[src/verilog/trgu_consts.vh]
// Purpose: constants for the trigger unit control block
// Assumes: APB byte address = 4 * register index
// Notes: definitions only
`ifndef TRGU_CONSTS_VH
`define TRGU_CONSTS_VH

// register indices
`define TRGU_IDX_ENABLE 4'h0
`define TRGU_IDX_LDOK 4'h1
`define TRGU_IDX_IEH 4'h2
`define TRGU_IDX_IEL 4'h3
`define TRGU_IDX_IFH 4'h4
`define TRGU_IDX_IFL 4'h5
`define TRGU_IDX_G0LIST 4'h6
`define TRGU_IDX_G0TNUM 4'h7
`define TRGU_IDX_G0TVH 4'h8
`define TRGU_IDX_G1LIST 4'h9
`define TRGU_IDX_IFH_CLR 4'ha
`define TRGU_IDX_PINEN 4'hb
`define TRGU_IDX_LAST 4'hb

// enable register fields
`define TRGU_EN_GEN0 0
`define TRGU_EN_GEN1 1
`define TRGU_EN_FRZ 6
// high flag fields
`define TRGU_IFH_RO 0
`define TRGU_IFH_ECC 1
// pin enable fields
`define TRGU_PE_T0 0
`define TRGU_PE_T1 1
`define TRGU_PE_RL 2

// reset values, masks and counter constants
`define TRGU_RST8 8'h00
`define TRGU_RST16 16'h0000
`define TRGU_ENABLE_MASK 8'h43
`define TRGU_CNT_MAX 5'h1f
`define TRGU_CNT_ONE 5'h01

`endif

[src/verilog/trgu_ctrl.v]
// Purpose: trigger unit control: time base, two trigger generators, load-okay, overrun irq
// Assumes: all inputs synchronous to i_clk; list fetch supplies trigger times
// Notes: APB slave, zero wait, read data captured in the setup cycle
//
// Local design decision: the APB interface to the registers.
`timescale 1ns/1ps
`include "trgu_consts.vh"

module trgu_ctrl #(
    parameter ADDR_W = 12,
    parameter CNT_W = 16
) (
    // clock and reset
    input wire i_clk,
    input wire i_rstn,
    // apb slave
    input wire i_psel,
    input wire i_penable,
    input wire i_pwrite,
    input wire [ADDR_W-1:0] i_paddr,
    input wire [31:0] i_pwdata,
    output wire o_pready,
    output wire o_pslverr,
    output reg [31:0] o_prdata,
    // system power modes
    input wire i_freeze_mode,
    input wire i_stop_mode,
    // reload sources, list fetch, flag events and ecc error
    input wire i_reload_req,
    input wire i_reload_async,
    input wire [CNT_W-1:0] i_gen0_time,
    input wire i_gen0_time_valid,
    input wire [CNT_W-1:0] i_gen1_time,
    input wire i_gen1_time_valid,
    input wire [7:0] i_gen_flag_evt,
    input wire i_ecc_dbl_err,
    // internal events, list selects and time base
    output reg o_trigger0,
    output reg o_trigger1,
    output reg o_reload,
    output wire o_gen0_list,
    output wire o_gen1_list,
    output wire [CNT_W-1:0] o_time_base,
    // pins
    output reg o_trigger0_pin,
    output reg o_trigger1_pin,
    output reg o_reload_event_pin,
    // global load okay and interrupt
    output wire o_glb_load_okay,
    output wire o_irq
);

    reg [7:0] enable_ff;
    reg load_okay_ff;
    reg reload_overrun_irq_en_ff;
    reg [7:0] irq_en_low_ff;
    reg [1:0] irq_flag_high_ff;
    reg [7:0] irq_flag_low_ff;
    reg gen0_list_ff;
    reg gen1_list_ff;
    reg [4:0] gen0_tnum_ff;
    reg [7:0] gen0_tvh_ff;
    reg [2:0] pin_en_ff;
    reg [CNT_W-1:0] time_base_ff;

    reg [7:0] nxt_rdata;
    reg nxt_load_okay;
    reg [1:0] nxt_flag_high;
    reg [7:0] nxt_flag_low;

    wire [ADDR_W-3:0] idx;
    wire addr_ok;
    wire wr_acc;
    wire [7:0] wdat;
    wire gen0_enable;
    wire gen1_enable;
    wire freeze_stop_ctrl;
    wire unit_run;
    wire reload_evt;
    wire trig0_evt;
    wire trig1_evt;
    wire overrun_evt;

    assign idx = i_paddr[ADDR_W-1:2];
    // misaligned or beyond the last index answers with an error
    assign addr_ok = (i_paddr[1:0] == 2'b00) && (idx <= {{(ADDR_W-6){1'b0}}, `TRGU_IDX_LAST});
    assign o_pready = 1'b1;
    assign o_pslverr = i_psel & i_penable & ~addr_ok;
    assign wr_acc = i_psel & i_penable & i_pwrite & addr_ok;
    assign wdat = i_pwdata[7:0];

    assign gen0_enable = enable_ff[`TRGU_EN_GEN0];
    assign gen1_enable = enable_ff[`TRGU_EN_GEN1];
    assign freeze_stop_ctrl = enable_ff[`TRGU_EN_FRZ];

    // run and wait are both plain operation; freeze only halts with the control set
    assign unit_run = ~i_stop_mode & ~(i_freeze_mode & freeze_stop_ctrl);
    assign reload_evt = unit_run & (i_reload_req | i_reload_async);
    assign trig0_evt = unit_run & gen0_enable & i_gen0_time_valid & (time_base_ff == i_gen0_time);
    assign trig1_evt = unit_run & gen1_enable & i_gen1_time_valid & (time_base_ff == i_gen1_time);
    // a reload forced by commutation never counts as overrun
    assign overrun_evt = reload_evt & ~load_okay_ff & ~i_reload_async;

    // register writes with write-access policy
    always @(posedge i_clk or negedge i_rstn) begin
        if (!i_rstn) begin
            enable_ff <= `TRGU_RST8;
            reload_overrun_irq_en_ff <= 1'b0;
            irq_en_low_ff <= `TRGU_RST8;
            pin_en_ff <= 3'b000;
        end else if (wr_acc) begin
            case (idx[3:0])
                `TRGU_IDX_ENABLE: enable_ff <= wdat & `TRGU_ENABLE_MASK;
                `TRGU_IDX_IEH: reload_overrun_irq_en_ff <= wdat[0];
                `TRGU_IDX_IEL: irq_en_low_ff <= wdat;
                `TRGU_IDX_PINEN: pin_en_ff <= wdat[2:0];
                default: begin
                end
            endcase
        end
    end

    // load okay: set wins over the hardware clear at reload
    always @* begin
        nxt_load_okay = load_okay_ff;
        if (reload_evt) begin
            nxt_load_okay = 1'b0;
        end
        if (wr_acc && idx[3:0] == `TRGU_IDX_LDOK) begin
            if (wdat[0]) begin
                nxt_load_okay = 1'b1;
            end else if (!gen0_enable && !gen1_enable) begin
                nxt_load_okay = 1'b0;
            end
        end
    end

    // sticky flags: w1c at their own index, high flags also at the high clear register, set wins
    always @* begin
        nxt_flag_high = irq_flag_high_ff;
        nxt_flag_low = irq_flag_low_ff;
        if (wr_acc && (idx[3:0] == `TRGU_IDX_IFH || idx[3:0] == `TRGU_IDX_IFH_CLR)) begin
            nxt_flag_high = nxt_flag_high & ~wdat[1:0];
        end
        if (wr_acc && idx[3:0] == `TRGU_IDX_IFL) begin
            nxt_flag_low = nxt_flag_low & ~wdat;
        end
        if (overrun_evt) begin
            nxt_flag_high[`TRGU_IFH_RO] = 1'b1;
        end
        if (i_ecc_dbl_err) begin
            nxt_flag_high[`TRGU_IFH_ECC] = 1'b1;
        end
        nxt_flag_low = nxt_flag_low | (unit_run ? i_gen_flag_evt : `TRGU_RST8);
    end

    always @(posedge i_clk or negedge i_rstn) begin
        if (!i_rstn) begin
            load_okay_ff <= 1'b0;
            irq_flag_high_ff <= 2'b00;
            irq_flag_low_ff <= `TRGU_RST8;
        end else begin
            load_okay_ff <= nxt_load_okay;
            irq_flag_high_ff <= nxt_flag_high;
            irq_flag_low_ff <= nxt_flag_low;
        end
    end

    // list select: software may set it only while its generator is off
    always @(posedge i_clk or negedge i_rstn) begin
        if (!i_rstn) begin
            gen0_list_ff <= 1'b0;
            gen1_list_ff <= 1'b0;
        end else if (reload_evt && load_okay_ff) begin
            gen0_list_ff <= ~gen0_list_ff;
            gen1_list_ff <= ~gen1_list_ff;
        end else begin
            if (wr_acc && idx[3:0] == `TRGU_IDX_G0LIST && !gen0_enable) begin
                gen0_list_ff <= wdat[0];
            end
            if (wr_acc && idx[3:0] == `TRGU_IDX_G1LIST && !gen1_enable) begin
                gen1_list_ff <= wdat[0];
            end
        end
    end

    // time base: restarts at reload, holds while halted so it resumes where it stopped
    always @(posedge i_clk or negedge i_rstn) begin
        if (!i_rstn) begin
            time_base_ff <= `TRGU_RST16;
        end else if (reload_evt) begin
            time_base_ff <= `TRGU_RST16;
        end else if (unit_run) begin
            time_base_ff <= time_base_ff + {{(CNT_W-1){1'b0}}, 1'b1};
        end
    end

    // generator zero trigger count and high byte of last trigger time
    always @(posedge i_clk or negedge i_rstn) begin
        if (!i_rstn) begin
            gen0_tnum_ff <= 5'b00000;
            gen0_tvh_ff <= `TRGU_RST8;
        end else if (reload_evt) begin
            gen0_tnum_ff <= 5'b00000;
        end else if (trig0_evt) begin
            if (gen0_tnum_ff != `TRGU_CNT_MAX) begin
                gen0_tnum_ff <= gen0_tnum_ff + `TRGU_CNT_ONE;
            end
            gen0_tvh_ff <= time_base_ff[CNT_W-1:CNT_W-8];
        end
    end

    // events and pins registered so they are glitch free
    always @(posedge i_clk or negedge i_rstn) begin
        if (!i_rstn) begin
            o_trigger0 <= 1'b0;
            o_trigger1 <= 1'b0;
            o_reload <= 1'b0;
            o_trigger0_pin <= 1'b0;
            o_trigger1_pin <= 1'b0;
            o_reload_event_pin <= 1'b0;
        end else begin
            o_trigger0 <= trig0_evt;
            o_trigger1 <= trig1_evt;
            o_reload <= reload_evt;
            o_trigger0_pin <= trig0_evt & pin_en_ff[`TRGU_PE_T0];
            o_trigger1_pin <= trig1_evt & pin_en_ff[`TRGU_PE_T1];
            o_reload_event_pin <= reload_evt & pin_en_ff[`TRGU_PE_RL];
        end
    end

    // read mux; unused bits are zero
    always @* begin
        nxt_rdata = `TRGU_RST8;
        case (idx[3:0])
            `TRGU_IDX_ENABLE: nxt_rdata = enable_ff;
            `TRGU_IDX_LDOK: nxt_rdata = {7'b0000000, load_okay_ff};
            `TRGU_IDX_IEH: nxt_rdata = {7'b0000000, reload_overrun_irq_en_ff};
            `TRGU_IDX_IEL: nxt_rdata = irq_en_low_ff;
            `TRGU_IDX_IFH: nxt_rdata = {6'b000000, irq_flag_high_ff};
            `TRGU_IDX_IFL: nxt_rdata = irq_flag_low_ff;
            `TRGU_IDX_G0LIST: nxt_rdata = {7'b0000000, gen0_list_ff};
            `TRGU_IDX_G0TNUM: nxt_rdata = {3'b000, gen0_tnum_ff};
            `TRGU_IDX_G0TVH: nxt_rdata = gen0_tvh_ff;
            `TRGU_IDX_G1LIST: nxt_rdata = {7'b0000000, gen1_list_ff};
            `TRGU_IDX_PINEN: nxt_rdata = {5'b00000, pin_en_ff};
            default: nxt_rdata = `TRGU_RST8;
        endcase
    end

    // captured in setup so access phase sees flop data with no wait state
    always @(posedge i_clk or negedge i_rstn) begin
        if (!i_rstn) begin
            o_prdata <= 32'h00000000;
        end else if (i_psel && !i_penable) begin
            o_prdata <= (addr_ok && !i_pwrite) ? {24'h000000, nxt_rdata} : 32'h00000000;
        end
    end

    assign o_glb_load_okay = load_okay_ff;
    assign o_gen0_list = gen0_list_ff;
    assign o_gen1_list = gen1_list_ff;
    assign o_time_base = time_base_ff;
    // ecc flag has no enable bit, so it never raises the line
    assign o_irq = (irq_flag_high_ff[`TRGU_IFH_RO] & reload_overrun_irq_en_ff)
        | (|(irq_flag_low_ff & irq_en_low_ff));

endmodule // trgu_ctrl

[config.mk]
export PLATFORM = sky130hd
export DESIGN_NAME = trgu_ctrl
export DESIGN_NICKNAME = d
export VERILOG_FILES = /design/src/verilog/trgu_ctrl.v
export VERILOG_INCLUDE_DIRS = /design/src /design/src/verilog
export SDC_FILE = /design/constraint.sdc
export NUM_CORES = 1
export LEC_CHECK = 0
export ABC_AREA = 1
export BUFFER_PORTS_ARGS = -buffer_cell sky130_fd_sc_hd__buf_4
export CAP_MARGIN = 5
export CELL_PAD_IN_SITES_DETAIL_PLACEMENT = 0
export CELL_PAD_IN_SITES_GLOBAL_PLACEMENT = 1
export CORE_MARGIN = 5
export CORE_UTILIZATION = 32
export DETAILED_ROUTE_END_ITERATION = 12
export PLACE_DENSITY = 0.74
export SYNTH_ARGS = -nofsm -noshare
export SYNTH_HDL_FRONTEND = slang
export SYNTH_SLANG_ARGS = --single-unit
export TNS_END_PERCENT = 100
[constraint.sdc]
create_clock -name i_clk -period 1.4 [get_ports i_clk]
set_input_delay 0.28 -clock i_clk [delete_from_list [all_inputs] [get_ports i_clk]]
set_output_delay 0.28 -clock i_clk [all_outputs]
set_load 0.01 [all_outputs]
; Yosys cells after proc, flatten, opt, wreduce, memory -nomap -nowiden
; Index checks and enable logic that the tools add are counted.
[word_totals]
reg_bits = 95
word_cells = 125
[classes]
addsub = 2
n_lt_le_gt_ge = 1
n_eq_ne = 14
mux = 20
n_bitwise = 35
reduce_logical = 33
[op_table]
columns = op, count
row1 = one-hot mux 8 bit (11 select lines), 1
row2 = equality test 16 bit, 2
row3 = two-way mux 16 bit, 2
row4 = two-way mux 8 bit, 3
row5 = bitwise AND 1 bit, 19
row6 = "adder 16 x 1 -> 16 bit, second input constant", 1
row7 = bitwise AND 8 bit, 2
row8 = "equality test 4 x 3 -> 1 bit, second input constant", 4
row9 = "equality test 4 bit, second input constant", 4
row10 = two-way mux 5 bit, 3
row11 = nonzero test 2 bit, 7
row12 = logical AND 1 bit, 12
row13 = AND reduction 2 bit, 6
row14 = "<= comparator 10 x 4 -> 1 bit, second input constant", 1
row15 = two-way mux 1 bit, 10
row16 = "equality test 4 x 2 -> 1 bit, second input constant", 2
row17 = inverter 1 bit, 8
row18 = inverter 8 bit, 1
row19 = bitwise OR 8 bit, 1
row20 = OR reduction 8 bit, 1
row21 = "adder 5 x 1 -> 5 bit, second input constant", 1
row22 = "inequality test 5 bit, second input constant", 1
row23 = "equality test 4 x 1 -> 1 bit, second input constant", 1
row24 = zero test 1 bit, 4
row25 = other kinds (7), 8

; Logic depth before layout (Yosys ltp)
; Gate-level depths: netlist of run 1.
[depth]
depth_word = 8
ltp_mapped = 11
depth_no_buf = 10

; Worst setup path before layout of run 1
; No wires, ideal clock.
[synth_path]
kind = register to register
start = register time_base_ff[11], in the netlist o_time_base[11]
end = register gen0_tvh_ff[0]
t_arrival_ps = 1274
required_ps = 1283
setup_slack_ps = 9
stages_incl_launch_ff = 11
n_path_buf = 1
path_cell_list = dfrtp_1 > buf_4 > inv_2 > nand2_1 > nand2_1 > nor2_1 > nand4_1 > nor2_2 > nand3_2 > nand2_1 > nand2_1
[synth_between]
elab_chain_len = 3
[synth_lines]
columns = element, line_no
row1 = from (decl), trgu_ctrl.v:64  ; reg [CNT_W-1:0] time_base_ff;
row2 = from (signal assigned), trgu_ctrl.v:190  ; time_base_ff <= `TRGU_RST16;
row3 = from (signal assigned), trgu_ctrl.v:192  ; time_base_ff <= `TRGU_RST16;
row4 = from (signal assigned), trgu_ctrl.v:194  ; time_base_ff <= time_base_ff + {{(CNT_W-1){1'b0}}, 1'b1};
row5 = equality test 16 bit, trgu_ctrl.v:99  ; assign trig0_evt = unit_run & gen0_enable & i_gen0_time_valid & (time_base_ff == i_gen0_time);
row6 = bitwise AND 1 bit, trgu_ctrl.v:99
row7 = AND reduction 2 bit (no source line), n/a
row8 = to (signal assigned), trgu_ctrl.v:202  ; gen0_tvh_ff <= `TRGU_RST8;
row9 = to (signal assigned), trgu_ctrl.v:209  ; gen0_tvh_ff <= time_base_ff[CNT_W-1:CNT_W-8];
row10 = to (decl), trgu_ctrl.v:62  ; reg [7:0] gen0_tvh_ff;
; No other way between the ends.
; A chain may end at the register's enable or synchronous reset.

; Worst setup path in the final report of run 1
[layout_path]
start = register irq_flag_low_ff[6]
end = output o_irq
[layout_between]
elab_chain_len = 3
[layout_lines]
columns = element, line_no
row1 = from (decl), trgu_ctrl.v:58  ; reg [7:0] irq_flag_low_ff;
row2 = from (signal assigned), trgu_ctrl.v:161  ; irq_flag_low_ff <= `TRGU_RST8;
row3 = from (signal assigned), trgu_ctrl.v:165  ; irq_flag_low_ff <= nxt_flag_low;
row4 = bitwise AND 8 bit, trgu_ctrl.v:266  ; | (|(irq_flag_low_ff & irq_en_low_ff));
row5 = OR reduction 8 bit, trgu_ctrl.v:266
row6 = bitwise OR 1 bit, trgu_ctrl.v:265  ; assign o_irq = (irq_flag_high_ff[`TRGU_IFH_RO] & reload_overrun_irq_en_ff)
row7 = to (decl), trgu_ctrl.v:50  ; output wire o_irq
; No other way between the ends.

==> out/metrics.yaml, run 1 <==
status: "finished with violations"
violations: "setup timing"
drc_errors: 0
grt_overflow: 0
pre_cts_slack_ns: -0.132
clockRootBuffer: "clkbuf_16"
postPlaceCellArea_sq_mm: 0.00613
grt_pass1_wl_um: 24000
fp-row-count: 43
io_pins: 156
setup_slack_ns: -0.228
hold_path_end: "irq_flag_low_ff[6]"
wl_per_cell_um: 14.8
fill_cells: 1359
finalHoldViolCount: 0
synthTopCellsByArea: "dfrtp_1 (40%), nand2_1 (16%), inv_1 (6.2%)"
multi_input_area_sq_mm: 0.00251
io_buffers: 106
grt_pass1_vias: 4890
setup.worst_path.start: "irq_flag_low_ff[6]"
antenna_left: 0
critPathCaptureType: "output pin"
synth_edf_count: 0
holdCritPathClass: "in -> reg"
worst_ep_arrival_time_ns: 1.35
clockBufferDepth: 2
ys_ff_latch: 71
fin_crit_ns: 1.63
dieHeight_um: 128
async_flop_share_pct: 100
cts_buffers: 9
clock_sinks: 71
ff_latch_area_sq_mm: 0.00178
synth_area_sq_mm: 0.00447
p_per_area_mw_per_mm2: 776
post-dp-hpwl_um: 12100
ff2ff_setup_slack_ns: -0.16
synthCells: 625
crit_required_ns: 1.12
max_cap_violations: 0
die_x_um: 128
yosysTopAreaCellShare_pct: 39.8
yosysTopAreaCell: "dfrtp_1"
h-tree-depth: 3
skew_ns: 0.00499
drive_gt1_share_pct: 42.8
worstPathMaxFanout: 2
die_area_sq_mm: 0.0164
rr_worst_depth: 9
ir_drop_uv: 520
n_antenna_cell: 0
syn_area_per_cell_sq_um: 7.15
ys.flop_type: "dfrtp_1"
fin_nets: 954
path_class: "reg -> out"
p_total_mw: 5.50
synth_cell_types: 40
fin_area_sq_mm: 0.00709
min_path_cells: 3
grtUsageTotal_pct: 18.7
finalMaxSlewViolations: 0
min_from: "i_gen_flag_evt[6]"
timing.fmax_mhz: 614
drt-vias-per-instance: 4.71
rsz0062_at_grt: "true"
drtPass1Iterations: 4
start_util_pct: 32.4
synthToLayoutAreaGrowth_pct: 58.7
grt_max_degree: 30
cellLeakagePower_nw: 3.70
worstReg2RegEnd: "gen0_tvh_ff[6]"
clk_pin_slew_ns: 0.06
antenna_found_initial: 0
worstSkewPairLatency_ns: 0.34
cts_tree: "yes"
drt-total-wl_um: 15300
vias: 4903
setup_viol: 33
yosysWarnings: 0
startpoint_type: "register"
gp_congestion: 0.927
seq_area_frac_synth_pct: 39.8
drt_iter0_markers: 231
period_share_pct: 116
core_sq_mm: 0.0138
r2r-start: "o_time_base[11]"
==> how the worst max path moves through the flow <==
stage	endpoint
after global placement	gen0_tnum_ff[3]
after global routing	o_irq
after CTS	o_irq
final	o_irq
after floorplan	gen0_tvh_ff[0]
after detailed placement	gen0_tnum_ff[2]
==> state kept, by name, indices dropped and copies added (netlist names), 2 cells and up <==
name              count
gen0_tnum_ff          5
o_time_base          16
pin_en_ff             3
irq_flag_high_ff      2
o_prdata              8
enable_ff             3
irq_flag_low_ff       8
irq_en_low_ff         8
gen0_tvh_ff           8
==> metrics by stage <==
| step | hold WS (ns) | instances | util (%) | TNS, ns |
|---|---|---|---|---|
| global placement | 0.220 | 1002 | 44.5 | -2.31 |
| detailed placement | 0.218 | 1002 | 44.5 | -3.31 |
| global route | 0.130 | 1040 | 51.5 | -6.91 |
| CTS | 0.133 | 1031 | 49.3 | -1.90 |
| floorplan | -0.0156 | 648 | - | 0 |
| finish | 0.141 | 1040 | 51.5 | -3.41 |
==> cell usage after synthesis (2+ instances only) <==
master and number:
nor2_1 52, nor2_2 6, nand3_1 31, nor3_2 2, nand4_1 25, nor3_1 3, nor4_1 3, inv_1 74
o21ai_2 8, nand2_2 4, o211ai_1 3, inv_2 11, a22o_1 4, dfrtp_1 71, clkinv_2 2, o21ai_0 43
nand2_1 195, a21oi_1 15, nor2_4 2, o22ai_1 10, conb_1 2, nor3_4 2, nand2_4 2, buf_4 27
buf_2 4, nand3_2 3, buf_6 2, ha_1 3, xor2_1 4, xnor2_1 2
==> report_power, final <==
group	switching [mW]	leakage [nW]	internal, mW
logic	0.368	2.61	0.321
registers	0.00806	0.917	2.06
clock network	0.945	0.170	1.80
==> routing by layer <==
layer,up-vias,global-route usage [%],wire [um]
met5,-,0,0
li1,2430,-,-
met1,2275,22.6,6220
met4,0,7.55,457
met2,166,31.6,7600
met3,32,4.75,1070
==> layout by cell type (no fill, tap or decap), types with 7 or more instances in the layout <==
| cell type | netlist | layout |
|---|---|---|
| buf_4 | 27 | 198 |
| nand2_1 | 195 | 167 |
| dfrtp_1 | 71 | 65 |
| inv_1 | 74 | 64 |
| nor2_1 | 52 | 41 |
| nand2_2 | 4 | 29 |
| nand3_1 | 31 | 28 |
| o21ai_0 | 43 | 26 |
| buf_6 | 2 | 26 |
| nand4_1 | 25 | 25 |
| conb_1 | 2 | 25 |
| inv_2 | 11 | 19 |
| o21ai_2 | 8 | 17 |
| nor2_2 | 6 | 12 |
| a21oi_1 | 15 | 11 |
| o22ai_1 | 10 | 10 |
| clkbuf_16 | 0 | 9 |
| o21ai_1 | 1 | 8 |
| nor2_4 | 2 | 7 |
==> area by class of cell <==
cell class | count | area share [%]
Multi-Input combinational cell | 456 | 35.4
Tap cell | 180 | 3.18
Timing Repair Buffer | 230 | 26.4
Sequential cell | 71 | 25.2
Clock buffer | 10 | 3.37
Clock inverter | 6 | 1.62
Inverter | 87 | 4.84
==> critical path, cell delays in order (launching register included) <==
cell and delay, ns:
dfrtp_1 0.40, nand2_2 0.08, nand4_1 0.15, nor3_2 0.13, o21ai_1 0.09, buf_4 0.15
==> repair_timing <==
action,CTS,global route
setup endpoints to repair,33,41
hold buffers,1,0
resized for setup,70,77
endpoints found under the hold margin,22,0
cloned,1,1
buffers inserted,11,12
pin swaps,30,35
==> cell families after synthesis <==
group                      after synthesis  share of synthesized area (%)
adders and majority gates                3                          0.840
other                                    2                          0.168
AOI/OAI and AO/OA                       89                           11.8
DFF                                     71                           39.8
buffers and inverters                  121                           12.9
xor gates and xnor gates                 6                           1.18
and+or+nand+nor                        333                           33.3
Note: power is estimated with default switching activity, not from simulation.
==> inputs of run 2 (changes only) <==
CORE_MARGIN = unset   (was 5)
CORE_UTILIZATION = 35   (was 32)
PLACE_DENSITY = 0.77   (was 0.74)
clock period = 1.55 ns   (was 1.4 ns; I/O delays follow)
==> run 2 against run 1 <==
Against the previous run:
- global-route usage increased by 3.4 points
- sequential share of layout area increased by 3.1 points
- setup slack improved by 0.14 ns
- highest routed layer unchanged
- the flow still finishes with violations (setup timing)
- sequential power decreased by 9.7%
==> out/metrics.yaml, run 2 (synthesized netlist as in run 1, its figures left out) <==
status: "finished with violations"
violations: "setup timing"
max_cap_violations: 0
finalMaxSlewViolations: 0
p_total_mw: 4.64
timing.fmax_mhz: 609
pre_cts_slack_ns: -0.0181
dieHeight_um: 115
io_pins: 156
grt_overflow: 0
wl_per_cell_um: 14.3
skew_ns: 0.00425
gp_congestion: 0.879
synthToLayoutAreaGrowth_pct: 41.6
min_from: "i_reload_async"
core_sq_mm: 0.0122
antenna_left: 0
grt_max_degree: 72
clockBufferDepth: 2
startpoint_type: "register"
drt-total-wl_um: 13900
cp_slowest_cell: "dfrtp_1"
ff_latch_area_sq_mm: 0.00179
critPathCaptureType: "output pin"
grtUsageTotal_pct: 22.1
clockRootBuffer: "clkbuf_16"
grt_pass1_wl_um: 21900
drc_errors: 0
io_buffers: 106
cts_tree: "yes"
multi_input_area_sq_mm: 0.00232
grt_pass1_vias: 4440
setup_slack_ns: -0.0917
cellLeakagePower_nw: 3.30
finalHoldViolCount: 0
drtPass1Iterations: 6
crit_chain: "nand2_1 > o21ai_2 > nor3_2 > o21ai_1 > buf_4"
holdCritPathClass: "in -> reg"
cts_buffers: 9
final_cell_mix: "nand2_1 (185), buf_4 (166), inv_1 (65)"
r2r-start: "enable_ff[6]"
setup_viol: 1
period_share_pct: 106
crit_required_ns: 1.24
final_common_cell: "nand2_1"
critPathMaxStageDelay_ns: 0.39
ir_drop_uv: 491
fill_cells: 1268
drive_gt1_share_pct: 34.1
n_antenna_cell: 0
drt-vias-per-instance: 4.75
drt_iter0_markers: 216
vias: 4608
p_per_area_mw_per_mm2: 733
die_area_sq_mm: 0.0132
clk_pin_slew_ns: 0.06
fin_crit_ns: 1.64
post-dp-hpwl_um: 11000
start_util_pct: 36.6
antenna_found_initial: 0
worstSkewPairLatency_ns: 0.35
path_class: "reg -> out"
largest_reg_flops: 16
clock_sinks: 71
fp-row-count: 40
worstPathMaxFanout: 2
worst_ep_arrival_time_ns: 1.33
post-route-util_pct: 51.8
die_x_um: 115
h-tree-depth: 3
setup.worst_path.start: "irq_flag_low_ff[3]"
fin_nets: 897
rsz0062_at_grt: "true"
[run 2: cell count changes in the layout (fill, tap and decap cells not counted), moves of 4 or more]
cell     previous run  this run
nand2_2            29        14
nor2_1             41        48
a21oi_2             4         0
o21ai_0            26        38
dfrtp_2             6        10
nor2_2             12         7
dfrtp_1            65        61
buf_6              26         4
a21oi_1            11        15
nand2_1           167       185
o21ai_2            17         9
buf_4             198       166
[run 2: worst max-delay path: cells and delay by family (launching register included)]
kind / cells / cell delay, ns
flops: 1 / 0.39
compound gates: 2 / 0.17
buf+inv: 1 / 0.15
simple gates: 2 / 0.27
[run 2: layout make-up]
cell class                      instances  share of cell area (%)
Timing Repair Buffer                  173                    21.2
Multi-Input combinational cell        456                    36.7
Clock buffer                            9                    3.56
Inverter                               87                    5.40
Sequential cell                        71                    28.3
Tap cell                              168                    3.32
Clock inverter                          7                    1.50
[run 2: timing repair]
action / 4_1_cts / 5_1_grt
hold endpoints to repair: 37 / 0
cloned: 0 / 1
pin swaps: 4 / 20
gates resized for setup: 13 / 50
hold buffers: 1 / 0
buffers inserted: 13 / 11
endpoints found under the setup margin: 6 / 28
[run 2: path summary, 6_finish.rpt]
| path | depth (start not counted) | to | slack, ns |
|---|---|---|---|
| hold / removal | 2 | irq_flag_high_ff[0] | 0.16 |
| setup / recovery | 5 | o_irq | -0.09 |
| max in group asynchronous | 3 | o_time_base[9] | 0.66 |
| min in group asynchronous | 3 | o_gen0_list | 0.50 |
| setup reg to reg | 10 | gen0_tvh_ff[7] | 0.05 |
| hold reg to reg | 2 | o_prdata[0] | 0.48 |
[run 2: power by group]
| part | total [mW] | internal, mW | switching (mW) |
|---|---|---|---|
| Combinational | 0.527 | 0.229 | 0.298 |
| Sequential | 1.87 | 1.86 | 0.00731 |
| Clock | 2.24 | 1.41 | 0.831 |
[run 2: layer usage]
| metal | routed length, um | track usage (%) |
|---|---|---|
| met5 | 0 | 0 |
| met3 | 888 | 4.64 |
| met1 | 5890 | 26.8 |
| met4 | 402 | 10.3 |
| met2 | 6720 | 37.6 |
[run 2: through the flow]
| step | std cells | TNS, ns | hold WS, ns | area (sq um) |
|---|---|---|---|---|
| 3_3_place_gp | 930 | 0 | 0.359 | 5650 |
| 4_1_cts | 960 | -0.0859 | 0.152 | 6110 |
| 3_5_place_dp | 930 | -0.0263 | 0.359 | 5650 |
| 5_1_grt | 971 | -0.754 | 0.162 | 6320 |
| 6_report | 971 | -0.0917 | 0.158 | 6320 |
| 2_1_floorplan | 648 | 0 | 0.0144 | 4550 |
==> inputs of run 3 (changes only) <==
ABC_CLOCK_PERIOD_IN_PS = 1550   (was unset)
REMOVE_ABC_BUFFERS = 1   (was unset)
==> run 3 against run 2 <==
Against the previous run:
- the flow still finishes with violations (setup timing)
- non-clock buffer count up 9
- count of clock-buffer cells in the layout increased by 2
- wire length rose by 2.2%
- global-route usage increased by 0.14 points
- critical path type unchanged
- largest power group unchanged
==> out/metrics.yaml, run 3 (synthesized netlist as in run 1, its figures left out) <==
h-tree-depth: 3
timing.fmax_mhz: 612
drt_iter0_markers: 239
fin_area_sq_mm: 0.00645
gp_congestion: 0.888
status: "finished with violations"
fill_cells: 1231
core_sq_mm: 0.0122
cellLeakagePower_nw: 3.40
fin_nets: 906
drt-total-wl_um: 14200
rsz0062_at_grt: "true"
ir_drop_uv: 532
holdCritPathClass: "in -> reg"
final_cells: 980
hold_path_end: "irq_flag_high_ff[0]"
crit_required_ns: 1.24
largest_reg_flops: 16
drc_errors: 0
fin_crit_ns: 1.63
vias: 4680
final_cell_mix: "nand2_1 (176), buf_4 (172), inv_1 (71)"
drive_gt1_share_pct: 35.2
worstSkewPairLatency_ns: 0.34
drtPass1Iterations: 4
worst_ep_arrival_time_ns: 1.32
clock_sinks: 71
final_common_cell: "nand2_1"
die_x_um: 115
worstPathMaxFanout: 3
max_cap_violations: 0
p_per_area_mw_per_mm2: 725
antenna_left: 0
violations: "setup timing"
grt_pass1_vias: 4554
post-dp-hpwl_um: 11100
synthToLayoutAreaGrowth_pct: 44.4
postPlaceCellArea_sq_mm: 0.00574
fp-row-count: 40
rr_worst_depth: 9
period_share_pct: 105
startpoint_type: "register"
ff2ff_setup_slack_ns: -0.01
dieHeight_um: 115
io_pins: 156
start_util_pct: 36.6
finalHoldViolCount: 0
path_class: "reg -> out"
cp_slowest_cell: "dfrtp_1"
min_path_cells: 2
clockRootBuffer: "clkbuf_16"
crit_chain: "nand2_1 > nand4_1 > nor3_2 > o21ai_1 > buf_4"
grt_max_degree: 35
critPathCaptureType: "output pin"
setup_viol: 4
clk_pin_slew_ns: 0.06
cts_buffers: 9
finalMaxSlewViolations: 0
drt-vias-per-instance: 4.78
die_area_sq_mm: 0.0132
worstReg2RegEnd: "gen0_tvh_ff[7]"
io_buffers: 106
dp_cells: 942
wl_per_cell_um: 14.5
critPathMaxStageDelay_ns: 0.40
r2r-start: "o_time_base[9]"
min_from: "i_reload_async"
n_antenna_cell: 0
clockBufferDepth: 2
grt_pass1_wl_um: 22300
setup_slack_ns: -0.0844
antenna_found_initial: 0
grt_overflow: 0
skew_ns: 0.00576
grtUsageTotal_pct: 22.2
cts_tree: "yes"
## run 3: changes by cell type in the layout (fill, tap and decap cells not counted), moves of 3 or more
cell / previous run / this run
nand2_2: 14 / 20
nand2_1: 185 / 176
nand3_2: 3 / 6
buf_4: 166 / 172
dfrtp_2: 10 / 6
inv_1: 65 / 71
dfrtp_1: 61 / 65
nand2_4: 2 / 5
nor2_1: 48 / 45
inv_2: 18 / 13
nor2_2: 7 / 10
## run 3: worst max path at each step
stage / start / endpoint / slack [ns]
after floorplan: o_time_base[1] / gen0_tvh_ff[0] / -0.11
after global placement: o_time_base[3] / gen0_tnum_ff[0] / -0.01
after detailed placement: o_time_base[3] / gen0_tnum_ff[2] / -0.05
after CTS: irq_flag_low_ff[7] / o_irq / -0.12
after global routing: o_time_base[3] / gen0_tnum_ff[2] / -0.22
final: irq_flag_low_ff[7] / o_irq / -0.08
## run 3: timing repair
item | CTS | global route
cloned | 0 | 1
endpoints found under the hold margin | 32 | 0
pin swaps | 5 | 41
gates resized for setup | 8 | 65
endpoints found under the setup margin | 6 | 24
buffers inserted | 4 | 16
hold buffers | 1 | 0
## run 3: per-layer routing
metal,wire length (um),global-route usage [%]
met5,0,0
met4,402,9.78
met3,771,3.90
met2,7080,38.6
met1,5960,27.0
## run 3: area by class of cell
cell class | instances | area [sq um] | area share, %
multi-input cells | 456 | 2370 | 36.8
flip-flops and latches | 71 | 1780 | 27.7
repair buffers | 182 | 1420 | 22.1
inverters | 87 | 337 | 5.22
clock buffers | 11 | 243 | 3.76
well taps | 168 | 210 | 3.26
clock inverters | 5 | 81.3 | 1.26
## run 3: through the flow
step | TNS, ns | utilization, % | setup WS, ns | power (mW) | hold slack, ns
global placement | -0.0496 | 47.0 | -0.0135 | 2.41 | 0.305
global route | -2.15 | 52.8 | -0.215 | 4.85 | 0.173
finish | -0.103 | 52.8 | -0.0844 | 4.68 | 0.172
detailed placement | -0.107 | 47.0 | -0.0494 | 2.42 | 0.317
CTS | -0.122 | 50.1 | -0.122 | 4.68 | 0.163
floorplan | -0.845 | - | -0.106 | 2.10 | 0.0144
## run 3: report_power, final
group | switching [mW] | internal (mW)
clock | 0.802 | 1.45
combinational | 0.309 | 0.246
sequential | 0.00619 | 1.86
total | 1.12 | 3.56
## run 3: critical path: cells and delay by family, from the launching register on
family          cells  cell delay, ns
compound gates      1            0.09
simple gates        3            0.35
flops               1            0.40
buf+inv             1            0.15
